### config.mk
export PLATFORM = sky130hd
export DESIGN_NAME = engine_fault_monitor
export DESIGN_NICKNAME = d
export VERILOG_FILES = /design/src/fault_pkg.sv /design/src/engine_fault_monitor.sv
export SDC_FILE = /design/constraint.sdc
export NUM_CORES = 2
export LEC_CHECK = 0
export ABC_AREA = 1
export ABC_CLOCK_PERIOD_IN_PS = 22200
export BUFFER_PORTS_ARGS = -buffer_cell sky130_fd_sc_hd__buf_2
export CAP_MARGIN = 25
export CORE_ASPECT_RATIO = 1.25
export CORE_MARGIN = 3
export CORE_UTILIZATION = 28
export DETAILED_ROUTE_END_ITERATION = 10
export PLACE_DENSITY = 0.5
export SLEW_MARGIN = 25
export SYNTH_ARGS = -nofsm -noshare
export SYNTH_HDL_FRONTEND = slang
export SYNTH_SLANG_ARGS = --single-unit
### constraint.sdc
create_clock -name pclk -period 22.2 [get_ports pclk]
set_input_delay 3.33 -clock pclk [delete_from_list [all_inputs] [get_ports pclk]]
set_output_delay 3.33 -clock pclk [all_outputs]
set_load 0.01 [all_outputs]
### src/fault_pkg.sv
package fault_pkg;

    // Sizes of the fault, timer, parameter and sense sets
    localparam int NF = 33;
    localparam int NT = 12;
    localparam int NP = 11;
    localparam int NS = 16;

    // APB register byte offsets
    localparam logic [7:0] CTRL_OFS = 8'h00;
    localparam logic [7:0] CFG_OFS = 8'h04;
    localparam logic [7:0] STAT_OFS = 8'h08;
    localparam logic [7:0] ACT_LO_OFS = 8'h0c;
    localparam logic [7:0] ACT_HI_OFS = 8'h10;
    localparam logic [7:0] REC_LO_OFS = 8'h14;
    localparam logic [7:0] REC_HI_OFS = 8'h18;
    localparam logic [7:0] DISP_OFS = 8'h1c;
    localparam logic [7:0] PARAM_BASE = 8'h40;
    localparam logic [7:0] PARAM_END = 8'h6c;

    // Control and status bit positions
    localparam int CTRL_CLR_STOP = 0;
    localparam int CTRL_CLR_REJ = 1;
    localparam int STAT_STOP = 0;
    localparam int STAT_REJ = 1;
    localparam int STAT_RELAY = 2;
    localparam int DISP_VALID_BIT = 16;

    // Fault slot indices
    localparam int F_OIL_SHI = 0, F_OIL_SLO = 1, F_OIL_LOW_W = 2, F_COOL_SHI = 3;
    localparam int F_COOL_SLO = 4, F_COOL_HI_W = 5, F_COOL_HI_S = 6, F_IMT_HI = 7;
    localparam int F_IMT_LO = 8, F_AUX_HI = 9, F_OVERSPEED = 10, F_LEVEL_LOW = 11;
    localparam int F_NO_START = 12, F_OIL_LOW_S = 13, F_WEAK_BATT = 14, F_BIAS_HI = 15;
    localparam int F_NO_STOP = 16, F_NO_CRANK = 17, F_BIAS_LO = 18, F_SL_HI = 19;
    localparam int F_SL_LO = 20, F_NO_SPEED = 21, F_ACT_STUCK = 22, F_PWR_DOWN = 23;
    localparam int F_OVER_V = 24, F_UNDER_V = 25, F_OVER_F = 26, F_UNDER_F = 27;
    localparam int F_OVER_I = 28, F_C1_W = 29, F_C1_S = 30, F_C2_W = 31, F_C2_S = 32;

    // Numeric code reported for each slot
    localparam logic [13:0] FAULT_CODE [0:NF-1] = '{
        14'd135, 14'd141, 14'd143, 14'd144, 14'd145, 14'd146, 14'd151, 14'd153,
        14'd154, 14'd155, 14'd234, 14'd235, 14'd359, 14'd415, 14'd441, 14'd1411,
        14'd1416, 14'd1438, 14'd3111, 14'd3112, 14'd3113, 14'd3115, 14'd3116, 14'd3118,
        14'd1446, 14'd1447, 14'd1448, 14'd1449, 14'd1471, 14'd3123, 14'd3124, 14'd3125,
        14'd3126};

    // Response class per slot: 1 is shutdown, 0 is warning
    localparam logic FAULT_SHUT [0:NF-1] = '{
        1'b0, 1'b0, 1'b0, 1'b0, 1'b0, 1'b0, 1'b1, 1'b0,
        1'b0, 1'b0, 1'b1, 1'b1, 1'b1, 1'b1, 1'b0, 1'b0,
        1'b1, 1'b1, 1'b0, 1'b0, 1'b0, 1'b1, 1'b1, 1'b0,
        1'b1, 1'b1, 1'b1, 1'b0, 1'b0, 1'b0, 1'b1, 1'b0,
        1'b1};

    // Sense flags fed straight from upstream detection, and their slots
    localparam int SENSE_FAULT [0:NS-1] = '{
        F_OIL_SHI, F_OIL_SLO, F_COOL_SHI, F_COOL_SLO, F_IMT_LO, F_AUX_HI, F_WEAK_BATT,
        F_BIAS_HI, F_NO_STOP, F_NO_CRANK, F_BIAS_LO, F_SL_HI, F_SL_LO, F_NO_SPEED,
        F_ACT_STUCK, F_PWR_DOWN};

    // Persistence timers
    localparam int T_OVS = 0, T_CW = 1, T_CS = 2, T_IMT = 3, T_OILW = 4, T_OILS = 5;
    localparam int T_LCL = 6, T_UV = 7, T_OV = 8, T_OF = 9, T_UF = 10, T_OC = 11;
    localparam int TMR_FAULT [0:NT-1] = '{
        F_OVERSPEED, F_COOL_HI_W, F_COOL_HI_S, F_IMT_HI, F_OIL_LOW_W, F_OIL_LOW_S,
        F_LEVEL_LOW, F_UNDER_V, F_OVER_V, F_OVER_F, F_UNDER_F, F_OVER_I};
    // Timers that belong to engine protection
    localparam logic PROT_TMR [0:NT-1] = '{
        1'b1, 1'b1, 1'b1, 1'b1, 1'b1, 1'b1, 1'b1, 1'b0, 1'b0, 1'b0, 1'b0, 1'b0};

    // Threshold times in seconds, one timebase tick per second
    localparam int TICK_S = 1;
    localparam int THRESH_S = 5;
    localparam int UF_THRESH_S = 10;
    localparam logic [3:0] THRESH_TICKS = 4'(THRESH_S / TICK_S);
    localparam logic [3:0] UF_THRESH_TICKS = 4'(UF_THRESH_S / TICK_S);

    // Protection parameters: index, reset value and allowed range
    localparam int P_COOL_W = 0, P_COOL_S = 1, P_IMT = 2, P_OVS_PCT = 3, P_RATED_RPM = 4;
    localparam int P_UV_PCT = 5, P_OV_PCT = 6, P_OF_PCT = 7, P_UF_PCT = 8, P_OC_PCT = 9;
    localparam int P_START_S = 10;
    localparam logic [15:0] PARAM_RESET [0:NP-1] = '{
        16'd93, 16'd96, 16'd75, 16'd110, 16'd1500, 16'd85, 16'd115, 16'd110, 16'd85,
        16'd120, 16'd10};
    localparam logic [15:0] PARAM_MIN [0:NP-1] = '{
        16'd80, 16'd85, 16'd50, 16'd100, 16'd1500, 16'd70, 16'd105, 16'd102, 16'd70,
        16'd100, 16'd5};
    localparam logic [15:0] PARAM_MAX [0:NP-1] = '{
        16'd100, 16'd105, 16'd90, 16'd120, 16'd1800, 16'd95, 16'd130, 16'd120, 16'd98,
        16'd150, 16'd60};

    // Oil pressure curves, pressure in 0.1 bar steps
    localparam logic [15:0] OIL_RPM1 = 16'd500;
    localparam logic [15:0] OIL_RPM2 = 16'd1100;
    localparam logic [15:0] OIL_RPM3 = 16'd1500;
    localparam logic [7:0] OILW_P1 = 8'd5;
    localparam logic [7:0] OILW_P2 = 8'd10;
    localparam logic [7:0] OILW_P3 = 8'd21;
    localparam logic [7:0] OILS_P1 = 8'd3;
    localparam logic [7:0] OILS_P2 = 8'd6;
    localparam logic [7:0] OILS_P3 = 8'd24;

    localparam logic [31:0] PCT_FULL = 32'd100;

endpackage

### src/engine_fault_monitor.sv
// Our own choices: the APB interface to the registers and the register offsets.
`timescale 1ns/1ps
module engine_fault_monitor
    import fault_pkg::*;
(
    input wire logic pclk,
    input wire logic presetn,
    input wire logic psel,
    input wire logic penable,
    input wire logic pwrite,
    input wire logic [7:0] paddr,
    input wire logic [31:0] pwdata,
    output logic [31:0] prdata,
    output logic pready,
    output logic pslverr,
    input wire logic tick_1s,
    input wire logic [15:0] engine_rpm,
    input wire logic [7:0] oil_press,
    input wire logic [7:0] coolant_temp,
    input wire logic [7:0] intake_temp,
    input wire logic [7:0] volt_pct,
    input wire logic [7:0] freq_pct,
    input wire logic [7:0] curr_pct,
    input wire logic low_coolant_level,
    input wire logic [NS-1:0] sense_fault,
    input wire logic crank_req,
    input wire logic engine_running,
    input wire logic [1:0] cust_in,
    input wire logic charge_fail,
    input wire logic fault_key,
    output logic lamp_common_warn,
    output logic lamp_common_shut,
    output logic lamp_cool_warn,
    output logic lamp_oil_warn,
    output logic lamp_level_shut,
    output logic lamp_overspeed,
    output logic lamp_charge,
    output logic warn_relay,
    output logic engine_stop,
    output logic [13:0] disp_code,
    output logic disp_valid
);

    // Whole block state, registered in one process
    typedef struct packed {
        logic [NT-1:0][3:0] tmr;
        logic [7:0] start_cnt;
        logic [NF-1:0] active;
        logic [NF-1:0] recorded;
        logic [NP-1:0][15:0] param;
        logic [1:0] cust_shut;
        logic stop;
        logic reject;
        logic key_m;
        logic key_s;
        logic key_d;
        logic [1:0] cust_m;
        logic [1:0] cust_s;
        logic chg_m;
        logic chg_s;
        logic [5:0] disp_idx;
        logic disp_valid;
        logic [13:0] disp_code;
        logic [7:0] lamps;
        logic [31:0] prdata;
        logic pready;
        logic pslverr;
    } state_s;

    state_s s;
    state_s next_s;

    // Pressure limit of the warning or shutdown curve at this speed
    function automatic logic [7:0] oil_limit(input logic [15:0] rpm, input logic shut);
        logic [7:0] lim;
        lim = '0;
        if (rpm >= OIL_RPM3)
            lim = shut ? OILS_P3 : OILW_P3;
        else if (rpm >= OIL_RPM2)
            lim = shut ? OILS_P2 : OILW_P2;
        else if (rpm >= OIL_RPM1)
            lim = shut ? OILS_P1 : OILW_P1;
        return lim;
    endfunction

    // Next active slot after cur, wrapping; top bit says one was found
    function automatic logic [6:0] next_active(input logic [NF-1:0] act, input logic [5:0] cur);
        logic [6:0] res;
        int j;
        res = '0;
        j = 0;
        for (int k = NF; k >= 1; k--)
        begin
            j = (int'(cur) + k) % NF;
            if (act[j])
                res = {1'b1, 6'(j)};
        end
        return res;
    endfunction

    // Working values of the next-state logic
    logic [NT-1:0] cond;
    logic [NF-1:0] act;
    logic [NF-1:0] shut_vec;
    logic [NF-1:0] warn_vec;
    logic [3:0] lim;
    logic [6:0] found;
    logic oil_susp;
    logic cool_susp;
    logic prot_off;
    logic press;
    logic wr;
    logic rd_setup;
    logic [31:0] rdv;
    logic err;
    logic in_param;
    int pidx;

    // Next state: detection, classing, display and register bus
    always_comb
    begin
        next_s = s;
        cond = '0;
        act = '0;
        shut_vec = '0;
        warn_vec = '0;
        lim = THRESH_TICKS;
        found = '0;
        rdv = '0;
        err = 1'b0;
        pidx = 0;

        // Two-flop synchronisers for panel and customer pins
        next_s.key_m = fault_key;
        next_s.key_s = s.key_m;
        next_s.key_d = s.key_s;
        next_s.cust_m = cust_in;
        next_s.cust_s = s.cust_m;
        next_s.chg_m = charge_fail;
        next_s.chg_s = s.chg_m;
        // Key edge from second and third flops only
        press = s.key_s & ~s.key_d;

        // Protection suspension from sensor and stop faults
        oil_susp = s.active[F_OIL_SHI] | s.active[F_OIL_SLO];
        cool_susp = s.active[F_COOL_SHI] | s.active[F_COOL_SLO];
        prot_off = s.active[F_NO_STOP];

        // Limit conditions watched by the persistence timers
        cond[T_OVS] = 32'(engine_rpm) * PCT_FULL >
            32'(s.param[P_RATED_RPM]) * 32'(s.param[P_OVS_PCT]);
        cond[T_CW] = !cool_susp && 16'(coolant_temp) >= s.param[P_COOL_W];
        cond[T_CS] = !cool_susp && 16'(coolant_temp) >= s.param[P_COOL_S];
        cond[T_IMT] = 16'(intake_temp) > s.param[P_IMT];
        cond[T_OILW] = !oil_susp && oil_press < oil_limit(engine_rpm, 1'b0);
        cond[T_OILS] = !oil_susp && oil_press < oil_limit(engine_rpm, 1'b1);
        cond[T_LCL] = low_coolant_level;
        cond[T_UV] = 16'(volt_pct) < s.param[P_UV_PCT];
        cond[T_OV] = 16'(volt_pct) > s.param[P_OV_PCT];
        cond[T_OF] = 16'(freq_pct) > s.param[P_OF_PCT];
        cond[T_UF] = 16'(freq_pct) < s.param[P_UF_PCT];
        cond[T_OC] = 16'(curr_pct) > s.param[P_OC_PCT];

        // Timers count ticks while unbroken, restart on a break
        for (int i = 0; i < NT; i++)
        begin
            // Count stops at the limit, so a long fault cannot wrap
            lim = (i == T_UF) ? UF_THRESH_TICKS : THRESH_TICKS;
            if (!cond[i] || (prot_off && PROT_TMR[i]))
                next_s.tmr[i] = '0;
            else if (tick_1s && s.tmr[i] < lim)
                next_s.tmr[i] = s.tmr[i] + 4'd1;
            act[TMR_FAULT[i]] = cond[i] && !(prot_off && PROT_TMR[i]) && s.tmr[i] >= lim;
        end

        // Upstream sense flags map one to one onto slots
        for (int i = 0; i < NS; i++)
        begin
            act[SENSE_FAULT[i]] = sense_fault[i];
        end

        // Customer inputs raise the code of their configured class
        act[F_C1_W] = s.cust_s[0] & ~s.cust_shut[0];
        act[F_C1_S] = s.cust_s[0] & s.cust_shut[0];
        act[F_C2_W] = s.cust_s[1] & ~s.cust_shut[1];
        act[F_C2_S] = s.cust_s[1] & s.cust_shut[1];

        // Fail to start: crank time against configured start time
        if (crank_req && !engine_running)
        begin
            if (tick_1s && s.start_cnt != 8'hff)
                next_s.start_cnt = s.start_cnt + 8'd1;
        end
        else
        begin
            next_s.start_cnt = '0;
        end
        act[F_NO_START] = crank_req && !engine_running &&
            16'(s.start_cnt) >= s.param[P_START_S];

        // Split active faults by response class
        for (int i = 0; i < NF; i++)
        begin
            shut_vec[i] = act[i] & FAULT_SHUT[i];
            warn_vec[i] = act[i] & ~FAULT_SHUT[i];
        end
        // Active set follows the conditions
        next_s.active = act;
        next_s.stop = s.stop | (|shut_vec);

        // Lamps show active faults, except the charge lamp, which follows the synchronised charge_fail pin
        next_s.lamps[0] = |warn_vec;
        next_s.lamps[1] = |shut_vec;
        next_s.lamps[2] = act[F_COOL_HI_W];
        next_s.lamps[3] = act[F_OIL_LOW_W];
        next_s.lamps[4] = act[F_LEVEL_LOW];
        next_s.lamps[5] = act[F_OVERSPEED];
        next_s.lamps[6] = s.chg_s;
        next_s.lamps[7] = act[F_COOL_HI_W];

        // Panel display steps to next active fault on a key press
        if (press || !act[s.disp_idx])
        begin
            found = next_active(act, s.disp_idx);
            next_s.disp_valid = found[6];
            if (found[6])
                next_s.disp_idx = found[5:0];
        end
        // Code shown follows the slot picked this cycle
        next_s.disp_code = FAULT_CODE[next_s.disp_idx];

        // APB decode, answered in the access phase
        // Read data taken at setup, so the access needs no wait
        wr = psel && penable && s.pready && pwrite;
        rd_setup = psel && !penable;
        in_param = paddr >= PARAM_BASE && paddr < PARAM_END && paddr[1:0] == 2'b00;
        if (in_param)
            pidx = int'((paddr - PARAM_BASE) >> 2);
        if (paddr == CTRL_OFS)
            rdv = '0;
        else if (paddr == CFG_OFS)
            rdv = 32'(s.cust_shut);
        else if (paddr == STAT_OFS)
            rdv = 32'({s.lamps[7], s.reject, s.stop});
        else if (paddr == ACT_LO_OFS)
            rdv = s.active[31:0];
        else if (paddr == ACT_HI_OFS)
            rdv = 32'(s.active[NF-1:32]);
        else if (paddr == REC_LO_OFS)
            rdv = s.recorded[31:0];
        else if (paddr == REC_HI_OFS)
            rdv = 32'(s.recorded[NF-1:32]);
        else if (paddr == DISP_OFS)
            rdv = {15'h0000, s.disp_valid, 2'b00, s.disp_code};
        else if (in_param)
            rdv = 32'(s.param[pidx]);
        else
            err = 1'b1;

        next_s.pready = rd_setup;
        if (rd_setup)
        begin
            next_s.prdata = pwrite ? 32'h0000_0000 : rdv;
            next_s.pslverr = err;
        end
        else
        begin
            next_s.prdata = '0;
            next_s.pslverr = 1'b0;
        end

        // Register writes; hardware sets win over software clears
        next_s.recorded = s.recorded | act;
        if (wr)
        begin
            if (paddr == CTRL_OFS)
            begin
                if (pwdata[CTRL_CLR_STOP])
                    next_s.stop = |shut_vec;
                if (pwdata[CTRL_CLR_REJ])
                    next_s.reject = 1'b0;
            end
            else if (paddr == CFG_OFS)
            begin
                next_s.cust_shut = pwdata[1:0];
            end
            else if (paddr == REC_LO_OFS)
            begin
                next_s.recorded[31:0] = (s.recorded[31:0] & ~pwdata) | act[31:0];
            end
            else if (paddr == REC_HI_OFS)
            begin
                next_s.recorded[NF-1:32] = (s.recorded[NF-1:32] & ~pwdata[NF-33:0]) |
                    act[NF-1:32];
            end
            else if (in_param)
            begin
                // Refused value keeps the old one and flags the refusal
                if (pwdata[31:16] == 16'h0000 && pwdata[15:0] >= PARAM_MIN[pidx] &&
                    pwdata[15:0] <= PARAM_MAX[pidx])
                    next_s.param[pidx] = pwdata[15:0];
                else
                    next_s.reject = 1'b1;
            end
        end
    end

    // State register
    always_ff @(posedge pclk or negedge presetn)
    begin
        if (!presetn)
        begin
            s <= '0;
            for (int i = 0; i < NP; i++)
            begin
                s.param[i] <= PARAM_RESET[i];
            end
            // Display rests on the first slot, marked not valid
            s.disp_code <= FAULT_CODE[0];
        end
        else
        begin
            s <= next_s;
        end
    end

    // Outputs straight from the state flops
    assign prdata = s.prdata;
    assign pready = s.pready;
    assign pslverr = s.pslverr;
    assign lamp_common_warn = s.lamps[0];
    assign lamp_common_shut = s.lamps[1];
    assign lamp_cool_warn = s.lamps[2];
    assign lamp_oil_warn = s.lamps[3];
    assign lamp_level_shut = s.lamps[4];
    assign lamp_overspeed = s.lamps[5];
    assign lamp_charge = s.lamps[6];
    assign warn_relay = s.lamps[7];
    assign engine_stop = s.stop;
    assign disp_code = s.disp_code;
    assign disp_valid = s.disp_valid;

endmodule

==> flow_metrics.py <==
metrics = {
    "synth": {
        "synth_edf_count": 0,
        "synthAdderAreaFrac_pct": 17.8,
        "synth_top_family_by_area": "simple AND/OR/NAND/NOR gates",
        "synth.yosys.seq_area_share_pct": 16.2,
        "synth.avg_cell_area_um2": 6.44,
        "synthSimpleGateAreaFrac_pct": 27.9,
        "synth-compound-area-share_pct": 20.4,
        "synth.most_common_cell": "nand2_1",
        "syn-cell-area_um2": 57000,
        "muxShareOfSynthArea_pct": 0,
        "synth_cells": 8846,
        "synth_top_cell_by_area": "nand2_1",
        "synth_area_leaders": "nand2_1 (14%), dfrtp_1 (14%), ha_1 (11%)",
        "ys_seq_elements": 366,
        "synth_top_cell_area_share_pct": 14.4,
        "synth-xor-area-share_pct": 4.41,
        "synth-async-reset-ratio_pct": 100,
        "synth_warnings": 0,
        "synth_common_cells": "nand2_1 (2,184), inv_1 (1,256), o21ai_0 (701)",
        "synthDistinctLibCells": 85,
        "synth-main-ff-cell": "dfrtp_1",
    },
    "critical_path": {
        "crit_type": "input port to flop",
        "cp_max_fo": 23,
        "cp_common_cell": "nand2_1",
        "cp.required_ns": 22.68,
        "critical-path-slowest-cell": "fa_1",
        "critPathLaunchType": "input port",
        "critical-path-max-stage-delay_ns": 0.50,
        "cp.arrival_ns": 13.30,
        "end_kind": "flop",
    },
    "sta": {
        "fin_ws_ns": 9.38,
        "min_period_ns": 12.82,
        "tns_ns": 0,
        "setup_viol": 0,
        "fmax_mhz": 78.0,
        "holdWs_ns": 0.349,
        "drv_slew": 0,
        "rsz0062_at_grt": "no",
        "relSlewSlack_pct": 15.6,
        "fin_crit_sh_pct": 57.7,
        "finalHoldViolations": 0,
        "finClkSkew_ns": 0.0297,
        "tightest_slew_ns": 1.25,
    },
    "route": {
        "drc_errors": 0,
        "dr.pass1.iters": 9,
        "wl_per_cell_um": 24.2,
        "viasPerCell": 5.41,
        "drtIter0Drc": 6530,
        "routed_wirelength_um": 277000,
        "num_vias": 62000,
        "antenna_left": 0,
    },
    "final_layout": {
        "fin_util_pct": 30.5,
        "multi_input_area_um2": 40300,
        "area_growth_pct": 7.99,
        "layout-drive-gt1-share_pct": 9.20,
        "n_fill_cell": 22400,
        "register_area_um2": 9230,
        "nNetsFinal": 9535,
    },
    "clock_tree": {
        "cts_buffer_depth": 3,
        "cts_buffers": 44,
        "cts_tree": "built",
        "clock-sinks": 366,
        "cts_hold_buffers": 0,
        "cts_setup_buffers": 0,
        "clock_latency_ns": 0.59,
        "post_cts_resized": 0,
        "cts_max_level": 2,
        "clk_pin_slew_ns": 0.06,
        "clockRootBuffer": "clkbuf_16",
    },
    "die": {
        "fp-row-count": 184,
        "die-area_um2": 209000,
        "initial_core_util_pct": 28.3,
        "core_um2": 202000,
        "die_h_um": 510,
        "die_w_um": 410,
        "io_pins": 191,
    },
    "global_routing": {
        "grt_util_all_layers_pct": 25.5,
        "grt_pass1_vias": 59000,
        "grt_max_degree": 138,
        "grt_pass1_wl_um": 399000,
        "antenna_found_initial": 22,
        "overflow": 0,
    },
    "placed_design": {
        "port_buffers": 187,
        "dpl.hpwl_um": 206000,
        "pre_cts_slack_ns": 8.90,
        "routabilityCongestion": 1.01,
    },
    "worst_hold_path": {
        "hold_path.class": "flop to flop",
    },
    "outcome": {
        "status": "finished, final reports clean",
    },
    "flow_run": {
        "maxCapViolations": 0,
    },
}
-- cell families (layout without fill, tap and decap cells) --
kind of cell | Yosys count | count (layout)
xor gates and xnor gates | 268 | 268
buffers and inverters | 1859 | 1759
other | 1 | 14
adders and majority gates | 689 | 689
and+or+nand+nor | 3714 | 3714
AOI/OAI and AO/OA | 1949 | 1949
DFF | 366 | 366
-- critical path, delay by kind of cell --
kind,cells,cell delay (ns)
xor+xnor,1,0.18
simple gates,49,3.87
compound gates,16,2.30
fa+ha+maj,6,1.96
buf+inv,10,1.56
-- metal layers --
layer  routed length, um  GRT usage, %
met5                  55             0
met4               22400          16.7
met3               23700          5.27
met2              125000          41.7
met1              106000          30.2
-- final timing paths --
path                                              end  depth (start not counted)           from  slack, ns
min in group asynchronous  asynchronous set/reset pin                          1        presetn       2.79
max in group asynchronous  asynchronous set/reset pin                          3        presetn      17.41
setup reg to reg                         disp_code[2]                         78           flop       9.70
hold / removal                            lamp_charge                          0     next_s[40]       0.35
setup / recovery                         disp_code[2]                         82  engine_rpm[3]       9.38
hold reg to reg                           lamp_charge                          0     next_s[40]       0.35
-- cells in the final DEF (no fill, tap or decap), types with 186 or more instances in the layout --
| cell type | count |
|---|---|
| o21ai_0 | 699 |
| xor2_1 | 200 |
| nand2_1 | 2184 |
| a21oi_1 | 560 |
| inv_1 | 1253 |
| nor2_1 | 530 |
| dfrtp_1 | 314 |
| fa_1 | 205 |
| ha_1 | 484 |
| buf_2 | 186 |
| nand3_1 | 519 |
-- area by class of cell --
type / count / area share [%]
inverter: 1380 / 8.44
clock buffer: 56 / 2.01
tap: 2697 / 5.48
clock inverter: 25 / 0.600
antenna: 11 / 0.0447
timing repair buffer: 298 / 2.95
multi-input combinational: 6623 / 65.5
sequential: 366 / 15.0
-- per-stage QoR --
stage          instance area, um^2  cells
3_3_place_gp                 59800  11400
5_1_grt                      61500  11400
2_1_floorplan                57000   8848
3_5_place_dp                 59900  11400
4_1_cts                      61500  11400
6_report                     61600  11500
Power is not shown: default switching activity piles up to over one toggle a cycle in this logic, so the estimate is an artifact.
